--- config.mk ---
export PLATFORM = sky130hd
export DESIGN_NAME = rf_packet_fifo_link_control
export DESIGN_NICKNAME = d
export VERILOG_FILES = /design/src/design/rf_fifo_pkg.sv /design/src/design/fifo_mem.sv /design/src/design/rf_packet_fifo_link_control.sv /design/src/design/skid_buffer.sv
export VERILOG_INCLUDE_DIRS = /design/src /design/src/design
export SDC_FILE = /design/constraint.sdc
export NUM_CORES = 2
export LEC_CHECK = 0
export ABC_CLOCK_PERIOD_IN_PS = 3500
export BUFFER_PORTS_ARGS = -buffer_cell sky130_fd_sc_hd__buf_2
export CAP_MARGIN = 20
export CORE_AREA = 2 2 247 249
export DETAILED_ROUTE_END_ITERATION = 8
export DIE_AREA = 0 0 249 251
export PLACE_DENSITY = 0.76
export REMOVE_ABC_BUFFERS = 1
export SYNTH_ARGS = -nofsm -noshare
export SYNTH_HDL_FRONTEND = slang
export SYNTH_SLANG_ARGS = --single-unit
--- constraint.sdc ---
create_clock -name clock -period 3.5 [get_ports clock]
set_input_delay 0.7 -clock clock [delete_from_list [all_inputs] [get_ports clock]]
set_output_delay 0.7 -clock clock [all_outputs]
set_load 0.02 [all_outputs]
--- src/design/rf_fifo_consts.svh ---
// Constants for the packet FIFO and link controller
`ifndef RF_FIFO_CONSTS_SVH
`define RF_FIFO_CONSTS_SVH

`define FIFO_DEPTH      7'h40
`define PTR_RESET       7'h00
`define PTR_STEP        7'h01
`define MODE_SIMPLE     2'h0
`define MODE_BLOCK      2'h1
`define MODE_EXTEND     2'h2
`define MARGIN_4        7'h04
`define MARGIN_8        7'h08
`define MARGIN_16       7'h10
`define MARGIN_32       7'h20
`define GIO_SEL_IRQ     3'h5
`define SEQ_ID_MSB      7
`define SEQ_ID_LSB      6
`define ARK_UNIT_NS     250000
`define CLOCK_PERIOD_NS 8
`define TICK_RESET      16'h0000
`define TICK_STEP       16'h0001
`define WAIT_RESET      9'h000
`define WAIT_STEP       9'h001
`define RESEND_RESET    5'h00
`define RESEND_STEP     5'h01
`define LEN_STEP        8'h01

`endif

--- src/design/rf_fifo_pkg.sv ---
// Types shared by the packet FIFO and link controller
package rf_fifo_pkg;

    typedef enum logic [2:0] {
        ST_SLEEP,
        ST_TX,
        ST_LISTEN,
        ST_RX,
        ST_GAP,
        ST_ACK_TX
    } link_state_t;

    typedef struct packed {
        logic [1:0]      fifo_mode;
        logic            endless_mode_en;
        logic [5:0]      tx_start_addr;
        logic [7:0]      tx_length;
        logic            margin_detect_en;
        logic [1:0]      fifo_margin_sel;
        logic            low_level_irq_en;
        logic [2:0][2:0] pin_func_sel;
        logic            repeat_rx_en;
        logic [2:0]      rx_restart_delay;
        logic            len_to_fifo_en;
        logic            length_field_en;
        logic            resend_ack_en;
        logic [3:0]      resend_limit;
        logic [7:0]      ack_wait_period;
    } link_cfg_t;

    typedef struct packed {
        logic        byte_valid;
        logic [7:0]  byte_data;
        logic        byte_is_hdr;
        logic        byte_is_len;
        logic        pkt_start;
        logic        pkt_done;
        logic        pkt_ok;
        logic [15:0] crc;
        logic        ack_tx_done;
    } radio_in_t;

    typedef struct packed {
        logic tx_done;
        logic tx_fail;
        logic tx_abort;
        logic rx_done;
        logic rx_error;
    } link_event_t;

    typedef struct packed {
        logic [1:0][7:0] data;
        logic [1:0]      count;
    } skid_state_t;

    typedef struct packed {
        logic [63:0][7:0] cells;
        logic [7:0]       rdata;
    } mem_state_t;

endpackage

--- src/design/fifo_mem.sv ---
// Byte memory of the physical FIFO with registered read data
`timescale 1ns/1ps
`default_nettype none

module fifo_mem (
    input  wire logic       clock,
    input  wire logic       rst_b,
    input  wire logic       enable,
    input  wire logic       wr_en,
    input  wire logic [5:0] wr_addr,
    input  wire logic [7:0] wr_data,
    input  wire logic       rd_en,
    input  wire logic [5:0] rd_addr,
    output logic      [7:0] rd_data
);
    rf_fifo_pkg::mem_state_t st;
    rf_fifo_pkg::mem_state_t next_st;

    always_comb begin
        next_st = st;
        if (wr_en) begin
            next_st.cells[wr_addr] = wr_data;
        end
        if (rd_en) begin
            next_st.rdata = st.cells[rd_addr];
        end
    end

    always_ff @(posedge clock or negedge rst_b) begin
        if (!rst_b) begin
            st <= '0;
        end else if (enable) begin
            st <= next_st;
        end
    end

    assign rd_data = st.rdata;
endmodule

`default_nettype wire

--- src/design/rf_packet_fifo_link_control.sv ---
// Packet FIFO and link-layer controller of the RF transceiver
//
// Summary of operation
// - Separate TX and RX pointer resets return pointers and buffer to reset state.
// - Simple mode: up to 64 bytes, sent in write order, MSB first.
// - Simple-mode data stays stored; each transmission restarts the read pointer at zero.
// - Block mode sends the given length from the chosen start address.
// - Extend mode streams up to 255 bytes through the 64-byte FIFO.
// - Margin detect, in extend or endless streaming only, sets the low-level flag when TX fill drops below the threshold or RX free space falls to it.
// - An emptied FIFO during extend or infinite packets ends the transmission.
// - Selector code 101b routes the interrupt request onto that pin.
// - Endless mode streams; clearing it plus a length finishes the packet.
// - Repeat receive flags valid packets, restarts after the restart delay.
// - Sleep strobe stops repeated receive; use it with simple mode only.
// - Length byte may be stored in the FIFO, leaving 63 data bytes.
// - In repeat receive, a new packet over unread data sets the error flag and interrupt.
// - Resend/ack enable: transmit strobe resends, receive strobe acknowledges.
// - Simple mode: listen ack_wait_period+1 units after sending; valid ack completes.
// - No ack: resend same data until count reaches resend_limit plus one.
// - Sequence id and checksum equal to the last packet mark a repeat.
// - New good packet: interrupt and ack; repeat: ack only.
// - Failed checksum or address: no interrupt, reception restarts.
// - Wait ack_wait_period after a receive before restarting reception.
// - Sequence id sits in bits 7:6 of the first header byte.
// - Length field copies tx_length when length_field_en is set.
`timescale 1ns/1ps
`default_nettype none
`include "rf_fifo_consts.svh"

module rf_packet_fifo_link_control #(
    parameter int unsigned TICK_CYCLES = `ARK_UNIT_NS / `CLOCK_PERIOD_NS
) (
    input  wire logic                    clock,
    input  wire logic                    rst_b,
    input  wire logic                    enable,
    input  wire rf_fifo_pkg::link_cfg_t  cfg,
    input  wire logic                    tx_ptr_reset,
    input  wire logic                    rx_ptr_reset,
    input  wire logic                    tx_strobe,
    input  wire logic                    rx_strobe,
    input  wire logic                    sleep_strobe,
    input  wire logic                    low_level_clear,
    input  wire logic                    host_wr_valid,
    input  wire logic [7:0]              host_wr_data,
    output logic                         host_wr_ready,
    input  wire logic                    host_rd_req,
    output logic                         host_rd_valid,
    output logic [7:0]                   host_rd_data,
    input  wire rf_fifo_pkg::radio_in_t  radio,
    output logic                         tx_byte_valid,
    output logic [7:0]                   tx_byte,
    input  wire logic                    tx_byte_ready,
    output logic                         tx_active,
    output logic                         rx_active,
    output logic                         ack_req,
    output logic [7:0]                   length_field,
    output logic [6:0]                   tx_read_ptr,
    output logic [4:0]                   resend_count,
    output logic                         low_level_flag,
    output logic                         rx_error_flag,
    output rf_fifo_pkg::link_event_t     events,
    output logic [2:0]                   gio,
    output rf_fifo_pkg::link_state_t     link_state
);
    typedef struct packed {
        rf_fifo_pkg::link_state_t  state;
        logic [6:0]                tx_wr;
        logic [6:0]                tx_rd;
        logic [7:0]                tx_left;
        logic                      rd_pend;
        logic                      host_pend;
        logic [6:0]                rx_wr;
        logic [6:0]                rx_rd;
        logic [4:0]                resend_cnt;
        logic [15:0]               tick_cnt;
        logic [8:0]                wait_cnt;
        logic                      low_level_flag;
        logic                      rx_error_flag;
        logic [1:0]                cur_id;
        logic [1:0]                prev_id;
        logic [15:0]               prev_crc;
        logic                      prev_valid;
        logic                      endless_prev;
        logic                      ring_tx;
        logic [7:0]                length_field;
        rf_fifo_pkg::link_event_t  events;
        logic                      ack_req;
        logic [2:0]                gio;
    } ctrl_state_t;

    ctrl_state_t st;
    ctrl_state_t next_st;

    logic       mem_wr_en;
    logic [5:0] mem_wr_addr;
    logic [7:0] mem_wr_data;
    logic       mem_rd_en;
    logic [5:0] mem_rd_addr;
    logic [7:0] mem_rd_data;
    logic       buf_in_ready;
    logic       buf_flush;
    logic       streaming;
    logic [6:0] tx_fill;
    logic [6:0] rx_fill;
    logic       irq;

    function automatic logic [6:0] margin(input logic [1:0] sel);
        case (sel)
            2'h0:    margin = `MARGIN_4;
            2'h1:    margin = `MARGIN_8;
            2'h2:    margin = `MARGIN_16;
            default: margin = `MARGIN_32;
        endcase
    endfunction

    // Simple mode restarts at offset zero, block at its start address
    function automatic ctrl_state_t begin_tx(input ctrl_state_t s, input rf_fifo_pkg::link_cfg_t c);
        begin_tx = s;
        begin_tx.state = rf_fifo_pkg::ST_TX;
        begin_tx.tx_left = c.tx_length;
        if (!c.endless_mode_en && c.fifo_mode != `MODE_EXTEND) begin
            begin_tx.tx_rd = `PTR_RESET;
        end
    endfunction

    function automatic ctrl_state_t begin_wait(input ctrl_state_t s, input rf_fifo_pkg::link_state_t n,
                                               input logic [8:0] ticks);
        begin_wait = s;
        begin_wait.state = n;
        begin_wait.wait_cnt = ticks;
        begin_wait.tick_cnt = `TICK_RESET;
    endfunction

    // Extend and infinite modes consume the FIFO as a ring
    assign streaming = (cfg.fifo_mode == `MODE_EXTEND) || cfg.endless_mode_en || st.ring_tx;
    assign tx_fill   = st.tx_wr - st.tx_rd;
    assign rx_fill   = st.rx_wr - st.rx_rd;
    assign buf_flush = sleep_strobe || tx_ptr_reset;

    assign host_wr_ready = (st.state != rf_fifo_pkg::ST_RX) &&
                           (streaming ? (tx_fill != `FIFO_DEPTH) : !st.tx_wr[6]);

    always_comb begin
        next_st = st;
        next_st.events = '0;
        next_st.ack_req = 1'b0;
        next_st.rd_pend = 1'b0;
        next_st.host_pend = 1'b0;
        mem_wr_en = 1'b0;
        mem_wr_addr = st.tx_wr[5:0];
        mem_wr_data = host_wr_data;
        mem_rd_en = 1'b0;
        mem_rd_addr = st.rx_rd[5:0];

        next_st.length_field = cfg.length_field_en ? cfg.tx_length : 8'h00;
        next_st.endless_prev = cfg.endless_mode_en;

        // Host side FIFO access; radio bytes own the write port while receiving
        if (host_wr_valid && host_wr_ready) begin
            mem_wr_en = 1'b1;
            next_st.tx_wr = st.tx_wr + `PTR_STEP;
        end
        if (host_rd_req && st.state != rf_fifo_pkg::ST_TX && rx_fill != `PTR_RESET) begin
            mem_rd_en = 1'b1;
            next_st.host_pend = 1'b1;
            next_st.rx_rd = st.rx_rd + `PTR_STEP;
        end

        // Remaining length taken over when endless streaming is switched off
        if (st.endless_prev && !cfg.endless_mode_en) begin
            next_st.tx_left = cfg.tx_length;
        end

        if (st.state == rf_fifo_pkg::ST_LISTEN || st.state == rf_fifo_pkg::ST_GAP) begin
            if (st.tick_cnt == 16'(TICK_CYCLES - 1)) begin
                next_st.tick_cnt = `TICK_RESET;
                if (st.wait_cnt != `WAIT_RESET) begin
                    next_st.wait_cnt = st.wait_cnt - `WAIT_STEP;
                end
            end else begin
                next_st.tick_cnt = st.tick_cnt + `TICK_STEP;
            end
        end

        case (st.state)
            rf_fifo_pkg::ST_SLEEP: begin
                if (tx_strobe) begin
                    next_st = begin_tx(next_st, cfg);
                    next_st.resend_cnt = `RESEND_RESET;
                end else if (rx_strobe) begin
                    next_st.state = rf_fifo_pkg::ST_RX;
                end
            end
            rf_fifo_pkg::ST_TX: begin
                if (st.tx_left != 8'h00 && buf_in_ready && !st.rd_pend &&
                    (!streaming || tx_fill != `PTR_RESET)) begin
                    mem_rd_en = 1'b1;
                    mem_rd_addr = streaming ? st.tx_rd[5:0] : cfg.tx_start_addr + st.tx_rd[5:0];
                    next_st.rd_pend = 1'b1;
                    next_st.tx_rd = st.tx_rd + `PTR_STEP;
                    if (!cfg.endless_mode_en) begin
                        next_st.tx_left = st.tx_left - `LEN_STEP;
                    end
                end else if (!st.rd_pend && !tx_byte_valid) begin
                    if (st.tx_left == 8'h00) begin
                        if (cfg.resend_ack_en && cfg.fifo_mode == `MODE_SIMPLE) begin
                            next_st = begin_wait(next_st, rf_fifo_pkg::ST_LISTEN,
                                                 {1'b0, cfg.ack_wait_period} + `WAIT_STEP);
                        end else begin
                            next_st.state = rf_fifo_pkg::ST_SLEEP;
                            next_st.events.tx_done = 1'b1;
                        end
                    end else if (streaming && tx_fill == `PTR_RESET) begin
                        // Starved ring: the packet cannot be completed
                        next_st.state = rf_fifo_pkg::ST_SLEEP;
                        next_st.events.tx_abort = 1'b1;
                    end
                end
            end
            rf_fifo_pkg::ST_LISTEN: begin
                if (radio.pkt_done && radio.pkt_ok) begin
                    next_st.state = rf_fifo_pkg::ST_SLEEP;
                    next_st.events.tx_done = 1'b1;
                end else if (st.wait_cnt == `WAIT_RESET) begin
                    if (st.resend_cnt == {1'b0, cfg.resend_limit} + `RESEND_STEP) begin
                        next_st.state = rf_fifo_pkg::ST_SLEEP;
                        next_st.events.tx_fail = 1'b1;
                    end else begin
                        next_st = begin_tx(next_st, cfg);
                        next_st.resend_cnt = st.resend_cnt + `RESEND_STEP;
                    end
                end
            end
            rf_fifo_pkg::ST_RX: begin
                if (radio.byte_valid && !(radio.byte_is_len && !cfg.len_to_fifo_en)) begin
                    mem_wr_en = 1'b1;
                    mem_wr_addr = st.rx_wr[5:0];
                    mem_wr_data = radio.byte_data;
                    next_st.rx_wr = st.rx_wr + `PTR_STEP;
                end
                if (radio.byte_valid && radio.byte_is_hdr) begin
                    next_st.cur_id = radio.byte_data[`SEQ_ID_MSB:`SEQ_ID_LSB];
                end
                if (radio.pkt_done) begin
                    if (cfg.resend_ack_en) begin
                        if (radio.pkt_ok) begin
                            // Repeat when id and checksum both match the last good packet
                            if (!(st.prev_valid && st.prev_id == st.cur_id && st.prev_crc == radio.crc)) begin
                                next_st.events.rx_done = 1'b1;
                            end
                            next_st.prev_valid = 1'b1;
                            next_st.prev_id = st.cur_id;
                            next_st.prev_crc = radio.crc;
                            next_st.ack_req = 1'b1;
                            next_st.state = rf_fifo_pkg::ST_ACK_TX;
                        end
                    end else if (cfg.repeat_rx_en) begin
                        next_st.events.rx_done = radio.pkt_ok;
                        next_st = begin_wait(next_st, rf_fifo_pkg::ST_GAP, {6'h00, cfg.rx_restart_delay});
                    end else begin
                        next_st.events.rx_done = radio.pkt_ok;
                        next_st.state = rf_fifo_pkg::ST_SLEEP;
                    end
                end
            end
            rf_fifo_pkg::ST_ACK_TX: begin
                if (radio.ack_tx_done) begin
                    next_st = begin_wait(next_st, rf_fifo_pkg::ST_GAP, {1'b0, cfg.ack_wait_period});
                end
            end
            rf_fifo_pkg::ST_GAP: begin
                if (st.wait_cnt == `WAIT_RESET) begin
                    next_st.state = rf_fifo_pkg::ST_RX;
                end
            end
            default: next_st.state = rf_fifo_pkg::ST_SLEEP;
        endcase

        if (sleep_strobe) begin
            next_st.state = rf_fifo_pkg::ST_SLEEP;
            next_st.rd_pend = 1'b0;
        end
        next_st.ring_tx = streaming && next_st.state == rf_fifo_pkg::ST_TX;

        // Pointer resets first, so any flag set below still wins
        if (tx_ptr_reset) begin
            next_st.tx_wr = `PTR_RESET;
            next_st.tx_rd = `PTR_RESET;
            next_st.rd_pend = 1'b0;
            next_st.low_level_flag = 1'b0;
        end
        if (rx_ptr_reset) begin
            next_st.rx_wr = `PTR_RESET;
            next_st.rx_rd = `PTR_RESET;
            next_st.rx_error_flag = 1'b0;
        end
        if (low_level_clear) begin
            next_st.low_level_flag = 1'b0;
        end
        if (cfg.margin_detect_en && streaming &&
            ((st.state == rf_fifo_pkg::ST_TX && tx_fill < margin(cfg.fifo_margin_sel)) ||
             (st.state == rf_fifo_pkg::ST_RX && rx_fill >= `FIFO_DEPTH - margin(cfg.fifo_margin_sel)))) begin
            next_st.low_level_flag = 1'b1;
        end
        // Unread data still present when the next packet begins
        if (st.state == rf_fifo_pkg::ST_RX && radio.pkt_start && cfg.repeat_rx_en && rx_fill != `PTR_RESET) begin
            next_st.rx_error_flag = 1'b1;
            next_st.events.rx_error = 1'b1;
        end

        irq = (next_st.low_level_flag && cfg.low_level_irq_en) || (next_st.events != '0);
        for (int i = 0; i < 3; i++) begin
            next_st.gio[i] = (cfg.pin_func_sel[i] == `GIO_SEL_IRQ) && irq;
        end
    end

    always_ff @(posedge clock or negedge rst_b) begin
        if (!rst_b) begin
            st <= '0;
        end else if (enable) begin
            st <= next_st;
        end
    end

    fifo_mem mem (
        .clock   (clock),
        .rst_b   (rst_b),
        .enable  (enable),
        .wr_en   (mem_wr_en),
        .wr_addr (mem_wr_addr),
        .wr_data (mem_wr_data),
        .rd_en   (mem_rd_en),
        .rd_addr (mem_rd_addr),
        .rd_data (mem_rd_data)
    );

    // Stall by the modulator holds reads back instead of dropping bytes
    skid_buffer out_buf (
        .clock     (clock),
        .rst_b     (rst_b),
        .enable    (enable),
        .flush     (buf_flush),
        .in_valid  (st.rd_pend),
        .in_data   (mem_rd_data),
        .in_ready  (buf_in_ready),
        .out_valid (tx_byte_valid),
        .out_data  (tx_byte),
        .out_ready (tx_byte_ready)
    );

    assign host_rd_valid  = st.host_pend;
    assign host_rd_data   = mem_rd_data;
    assign tx_active      = (st.state == rf_fifo_pkg::ST_TX);
    assign rx_active      = (st.state == rf_fifo_pkg::ST_RX) || (st.state == rf_fifo_pkg::ST_LISTEN);
    assign ack_req        = st.ack_req;
    assign length_field   = st.length_field;
    assign tx_read_ptr    = st.tx_rd;
    assign resend_count   = st.resend_cnt;
    assign low_level_flag = st.low_level_flag;
    assign rx_error_flag  = st.rx_error_flag;
    assign events         = st.events;
    assign gio            = st.gio;
    assign link_state     = st.state;
endmodule

`default_nettype wire

--- src/design/skid_buffer.sv ---
// Two-entry byte buffer between FIFO read and the modulator
`timescale 1ns/1ps
`default_nettype none

module skid_buffer (
    input  wire logic       clock,
    input  wire logic       rst_b,
    input  wire logic       enable,
    input  wire logic       flush,
    input  wire logic       in_valid,
    input  wire logic [7:0] in_data,
    output logic            in_ready,
    output logic            out_valid,
    output logic      [7:0] out_data,
    input  wire logic       out_ready
);
    rf_fifo_pkg::skid_state_t st;
    rf_fifo_pkg::skid_state_t next_st;
    logic                     push;
    logic                     pop;

    assign in_ready  = (st.count != 2'h2);
    assign out_valid = (st.count != 2'h0);
    assign out_data  = st.data[0];
    assign push      = in_valid && in_ready;
    assign pop       = out_valid && out_ready;

    always_comb begin
        next_st = st;
        if (pop) begin
            next_st.data[0] = st.data[1];
        end
        if (push) begin
            // Entry slot depends on whether the head leaves this cycle
            if (st.count == 2'h0 || (st.count == 2'h1 && pop)) begin
                next_st.data[0] = in_data;
            end else begin
                next_st.data[1] = in_data;
            end
        end
        next_st.count = st.count + {1'b0, push} - {1'b0, pop};
        if (flush) begin
            next_st.count = 2'h0;
        end
    end

    always_ff @(posedge clock or negedge rst_b) begin
        if (!rst_b) begin
            st <= '0;
        end else if (enable) begin
            st <= next_st;
        end
    end
endmodule

`default_nettype wire

After elaboration in Yosys (flattened, before gate mapping)

Cells that the tools add are included.

$add $sub $neg: 16
Multiplexer cells: 88
Magnitude comparators: 5
Reduce and logical (&&, ||, !) cells: 76
Bitwise logic cells: 6
Equal/unequal tests: 37

Operators by type and width:

| operator                                    | count |
|---|---|
| one-hot mux 110 bit (5 select lines)        | 1 |
| bitwise mux 512 bit                         | 1 |
| two-way mux 113 bit                         | 4 |
| two-way mux 103 bit                         | 1 |
| two-way mux 101 bit                         | 1 |
| two-way mux 95 bit                          | 1 |
| two-way mux 8 bit                           | 11 |
| two-way mux 87 bit                          | 1 |
| two-way mux 61 bit                          | 1 |
| two-way mux 60 bit                          | 1 |
| two-way mux 58 bit                          | 1 |
| binary-select mux 8 bit (select 6 bit)      | 1 |
| demux 8 bit (select 6 bit)                  | 1 |
| two-way mux 19 bit                          | 2 |
| logical AND 1 bit                           | 34 |
| two-way mux 16 bit                          | 2 |
| two-way mux 3 bit                           | 10 |
| two-way mux 6 bit                           | 5 |
| two-way mux 29 bit                          | 1 |
| adder 7 x 1 -> 7 bit, second input constant | 4 |
| two-way mux 14 bit                          | 2 |
| two-way mux 7 bit                           | 4 |
| AND reduction 9 bit                         | 3 |
| two-way mux 1 bit                           | 26 |
| other kinds (53)                            | 109 |

Input port bits: 100
Output and inout port bits: 55
Flip-flop bits (word level): 651
Logic and storage cells: 323

Longest topological paths before layout

Depth in word-level cells: 16
Gate-level depth with buffers: 19
Mapped depth without buffers: 17

Cells and area by module

A second synthesis with hierarchy kept.

Cell total of the unflattened synthesis: 2663
Area, all modules: 33318.2 µm²

Modules (own cells, without submodules):

| module                      | area an instance (µm²) | sequential area each (µm²) | times used | cells an instance |
|---|---|---|---|---|
| fifo_mem                    | 23884.2                | 13012.5                    | 1          | 1584 |
| rf_packet_fifo_link_control | 8455.6                 | 2827.7                     | 1          | 997 |
| skid_buffer                 | 978.4                  | 450.4                      | 1          | 82 |

Worst setup path before layout

No wires, ideal clock.

Kind: flip-flop to flip-flop
From: reg st, in the netlist tx_read_ptr[1]
To: reg mem.st, in the netlist mem.rd_data[7]
Path buffers: 3
Stages on the path, launching flop included: 18
Period minus slack after synthesis: 3.719 ns
Arrival: 3.593 ns
Slack: -0.219 ns
Required time: 3.374 ns
Setup time: 0.126 ns
Cells stage by stage: dfrtp_1 -> inv_1 -> ha_1 -> nor2b_4 -> or3_1 -> a211oi_2 -> o2111ai_2 -> o21bai_4 -> buf_6 -> mux2i_1 -> buf_6 -> buf_6 -> mux2i_1 -> a22oi_1 -> or3_1 -> a21oi_1 -> nor4_1 -> a221o_1

Word-level cells in the longest chain between the ends: 8
Elaborated cells on any way between the ends: 13
Classes of those cells: add/sub: 2; mux: 7; reduce/logical: 4

RTL lines:

| element                                 | RTL line                           | text |
|---|---|---|
| from (decl)                             | rf_packet_fifo_link_control.sv:91  | `ctrl_state_t st;` |
| from (signal assigned)                  | rf_packet_fifo_link_control.sv:321 | `st <= next_st;` |
| subtractor 7 bit                        | rf_packet_fifo_link_control.sv:136 | `assign tx_fill = st.tx_wr - st.tx_rd;` |
| nonzero test 7 bit (no line)            | --                                 |  |
| logical OR 1 bit (no line)              | --                                 |  |
| logical AND 1 bit                       | rf_packet_fifo_link_control.sv:195 | `if (st.tx_left != 8'h00 && buf_in_ready && !st.rd_pend &&` |
| two-way mux 6 bit                       | rf_packet_fifo_link_control.sv:195 |  |
| two-way mux 6 bit                       | rf_packet_fifo_link_control.sv:185 | `case (st.state)` |
| binary-select mux 8 bit (select 6 bit)  | fifo_mem.sv:25                     | `next_st.rdata = st.cells[rd_addr];` |
| two-way mux 8 bit (not written as such) | fifo_mem.sv:25                     |  |
| to (signal assigned)                    | fifo_mem.sv:33                     | `st <= next_st;` |
| to (decl)                               | fifo_mem.sv:16                     | `rf_fifo_pkg::mem_state_t st;` |

Several ways; a longest one is shown, not always the timed one. The select of a mux whose other input is x is not followed.
A chain may end at the register's enable or synchronous reset.

Final worst setup path

From: reg st[104] in the netlist's numbering
To: reg mem.st, in the netlist mem.rd_data[4]

Word-level cells in the longest chain between the ends: 8
Elaborated cells on any way between the ends: 11
Classes of those cells: add/sub: 1; mux: 6; reduce/logical: 4

RTL lines:

| element                                 | RTL line |
|---|---|
| subtractor 7 bit (*)                    | rf_packet_fifo_link_control.sv:136 |
| nonzero test 7 bit (no line) (*)        | -- |
| logical OR 1 bit (no line) (*)          | -- |
| logical AND 1 bit (*)                   | rf_packet_fifo_link_control.sv:195 |
| two-way mux 6 bit                       | rf_packet_fifo_link_control.sv:195 |
| two-way mux 6 bit                       | rf_packet_fifo_link_control.sv:185 |
| binary-select mux 8 bit (select 6 bit)  | fifo_mem.sv:25 |
| two-way mux 8 bit (not written as such) | fifo_mem.sv:25 |

Every way passes the cells marked *; elsewhere a longest branch is shown, timed or not. The select of a mux whose other input is x is not followed.

==> results.cfg <==
[outcome]
status = finished, violations left
violations = setup timing

[drt]
first_pass_iters = 7
drt-initial-drc-count = 3877
drc = 0
antenna_left = 0
routedWlPerCell_um = 22.1
routed-wl-met2_um = 48900
wl_met1_um = 40500
wl_met3_um = 12000
vias = 30500
routed_via_density = 6.28
routed_wl_um = 108000
top_layer_used = met4

[setup_path]
required_ns = 4.01
r2r-end = mem.rd_data[4]$_DFFE_PN0P_
r2r_start = st[104]$_DFFE_PN0P_
r2r.worst_path.cells = 19
worstPathMaxFanout = 8
crit_path_end_kind = register
cp-start-kind = register
reg2reg_slack_ns = -0.42
arrival_ns = 4.43
critPathKind = reg -> reg

[synth]
synth_area_per_cell_um2 = 8.80
syn_inst = 3694
yosysMostFrequentCell = nand2_1
netlist_area_um2 = 32500
synth.distinct_cells = 89
synth_top_area_cell = dfrtp_1
ys_warn_count = 0
ys_top_cells_by_count = nand2_1 (756), dfrtp_1 (651), o21ai_0 (368)
ys_seq_elements = 651
yosys-top-cells-area = dfrtp_1 (50%), nand2_1 (8.7%), o21ai_0 (5.7%)
ys_seq_area_share_pct = 50.1
synth_ff_type = dfrtp_1
synth-async-reset-ratio_pct = 100
synth-edff-count = 0
synth_top_area_share_pct = 50.1

[placed_design]
io_buffers = 154
hpwl_um = 66000
place.gp.congestion = 0.972

[timing]
setup_ws_ns = -0.422
max_slew_margin_pct = 44.5
fin_crit_sh_pct = 112
fmax_ghz = 0.255
tightest_slew_ns = 0.826
hold_viol = 0
timing.hold.ws_ns = 0.138
finalMaxSlewViolations = 0
period_minus_slack_ns = 3.92
finalSetupViolCount = 341
rsz0062_at_grt = yes
totalNegativeSetupSlack_ns = -29.92
fin_worst_skew_ns = 0.0345

[pwr]
peakVddDrop_mv = 0.361
leakagePower_nw = 19.1
pwr_density_cell_nw_per_um2 = 601
fin_total_pwr_mw = 24.5

[global_routing]
grt_util_all_layers_pct = 31.4
grt_max_degree = 83
grt_pass1_wl_um = 156000
grt_pass1_vias = 28300
antenna_found_initial = 3
grt_overflow_total = 0

[flow_run]
maxCapViolCount = 0

[clocking]
clock_sinks = 651
numCtsBuffers = 72
htreeDepth = 3
hold_buffers = 0
cts_tree = built
clk_latency_ns = 0.64
cts_max_path_buffers = 3
cts_root_buffer = clkbuf_16
clk_pin_slew_ns = 0.06

[layout]
area_growth_pct = 25.5
fin_nets = 4165
drive_above_1_share_pct = 21.0

[floorplanning]
start_util_pct = 54.3
die_h_um = 251
core-area_um2 = 59800
row_count = 90
die-area_um2 = 62500
ios = 155
die_x_um = 249

[hold_path]
hp-class = in -> async
## sequential cells by signal, summed over array words and instances (netlist names)
name,cells
mem.st,512
st,78
out_buf.st,10
length_field,8
mem.rd_data,8
out_buf.out_data,8
tx_read_ptr,7
events,5
resend_count,5
gio,3
link_state,3
ack_req,1
host_rd_valid,1
low_level_flag,1
rx_error_flag,1
## worst max-delay path by stage
| stage | endpoint | cells past startpoint | slack, ns | startpoint |
|---|---|---|---|---|
| floorplan | mem.rd_data[6]$_DFFE_PN0P_ | 13 | -6.85 | tx_read_ptr[1]$_DFFE_PN0P_ |
| global placement | mem.rd_data[5]$_DFFE_PN0P_ | 17 | -0.66 | tx_read_ptr[1]$_DFFE_PN0P_ |
| detailed placement | mem.rd_data[5]$_DFFE_PN0P_ | 17 | -0.67 | tx_read_ptr[1]$_DFFE_PN0P_ |
| CTS | mem.rd_data[3]$_DFFE_PN0P_ | 16 | -0.28 | st[104]$_DFFE_PN0P_ |
| global route | mem.rd_data[4]$_DFFE_PN0P_ | 20 | -0.69 | tx_read_ptr[1]$_DFFE_PN0P_ |
| finish | mem.rd_data[4]$_DFFE_PN0P_ | 19 | -0.42 | st[104]$_DFFE_PN0P_ |
## worst max-delay path: stages, from the launching register on
cell and delay, ns:
dfrtp_1 0.42, ha_4 0.28, nor2b_4 0.16, buf_4 0.14, o21ai_0 0.18, a211oi_4 0.30, o2111ai_4 0.18, o21bai_4 0.21
buf_12 0.14, mux2i_4 0.32, buf_12 0.20, buf_12 0.14, buf_12 0.13, buf_4 0.12, mux2i_1 0.22, a32oi_1 0.11
a32oi_1 0.18, mux2i_1 0.15, nand3_1 0.13, nand4_1 0.10
## placed cells by master, fill, tap and decap left out, types with 12 or more instances in the layout
cell and count:
o22ai_1 21, a21oi_1 343, mux2_2 25, xnor2_1 26
buf_4 229, a32oi_1 36, nand2_1 736, a21oi_2 16
o31ai_1 12, buf_6 48, and3_1 29, o21ai_0 354
nand4_1 21, mux2i_1 112, nor2_2 20, clkbuf_16 82
a221oi_1 17, mux2i_2 12, xor2_1 30, clkbuf_1 16
nor2_1 324, buf_2 152, nand3_1 180, nand2b_1 17
nor2_4 23, clkbuf_8 12, mux2i_4 15, dfrtp_1 651
a31oi_1 19, inv_1 55, ha_1 36, nor3_1 25
buf_12 88, o21ai_1 16
## stage by stage
step / utilization [%] / setup slack (ns) / cell area [um2] / cells
2_1_floorplan: - / -6.85 / 31100 / 3410
3_3_place_gp: 61.0 / -0.656 / 36400 / 4662
3_5_place_dp: 61.0 / -0.675 / 36400 / 4662
4_1_cts: 65.8 / -0.276 / 39400 / 4808
5_1_grt: 68.2 / -0.689 / 40800 / 4865
6_report: 68.2 / -0.422 / 40800 / 4865
## where the power goes
| part | switching, mW | internal (mW) | leakage, nW |
|---|---|---|---|
| registers | 0.475 | 8.05 | 8.95 |
| clock network | 3.20 | 4.67 | 1.19 |
| logic | 4.69 | 3.41 | 8.96 |
| total | 8.36 | 16.1 | 19.1 |
## area by class of cell
type | count | area (um2)
Sequential cell | 651 | 16300
Clock buffer | 100 | 2030
Multi-Input combinational cell | 2703 | 15600
Tap cell | 782 | 978
Timing Repair Buffer | 540 | 5270
Fill cell | 4211 | 19000
Clock inverter | 29 | 412
Inverter | 58 | 218
Antenna cell | 2 | 5.00
## kinds of logic after synthesis
family          count (synthesis)  synth area share (%)
compound gates                959                  17.1
xor+xnor                       57                  1.54
fa+ha+maj                      39                  1.52
buf+inv                       342                  4.98
flops                         651                  50.1
mux                           165                  5.23
simple gates                 1481                  19.5
## routing by layer
metal	GRT usage, %	up-vias
met3	5.47	477
met5	0	-
met1	41.8	14700
met2	50.4	1957
li1	-	13400
met4	14.9	0
## repair_timing
action / in CTS / in global routing
gates resized for setup: 57 / 262
pin swaps: 25 / 50
endpoints found under the setup margin: 456 / 449
buffers inserted: 17 / 25
gates cloned: 6 / 34
No activity file was read; power rests on OpenSTA's default activity.
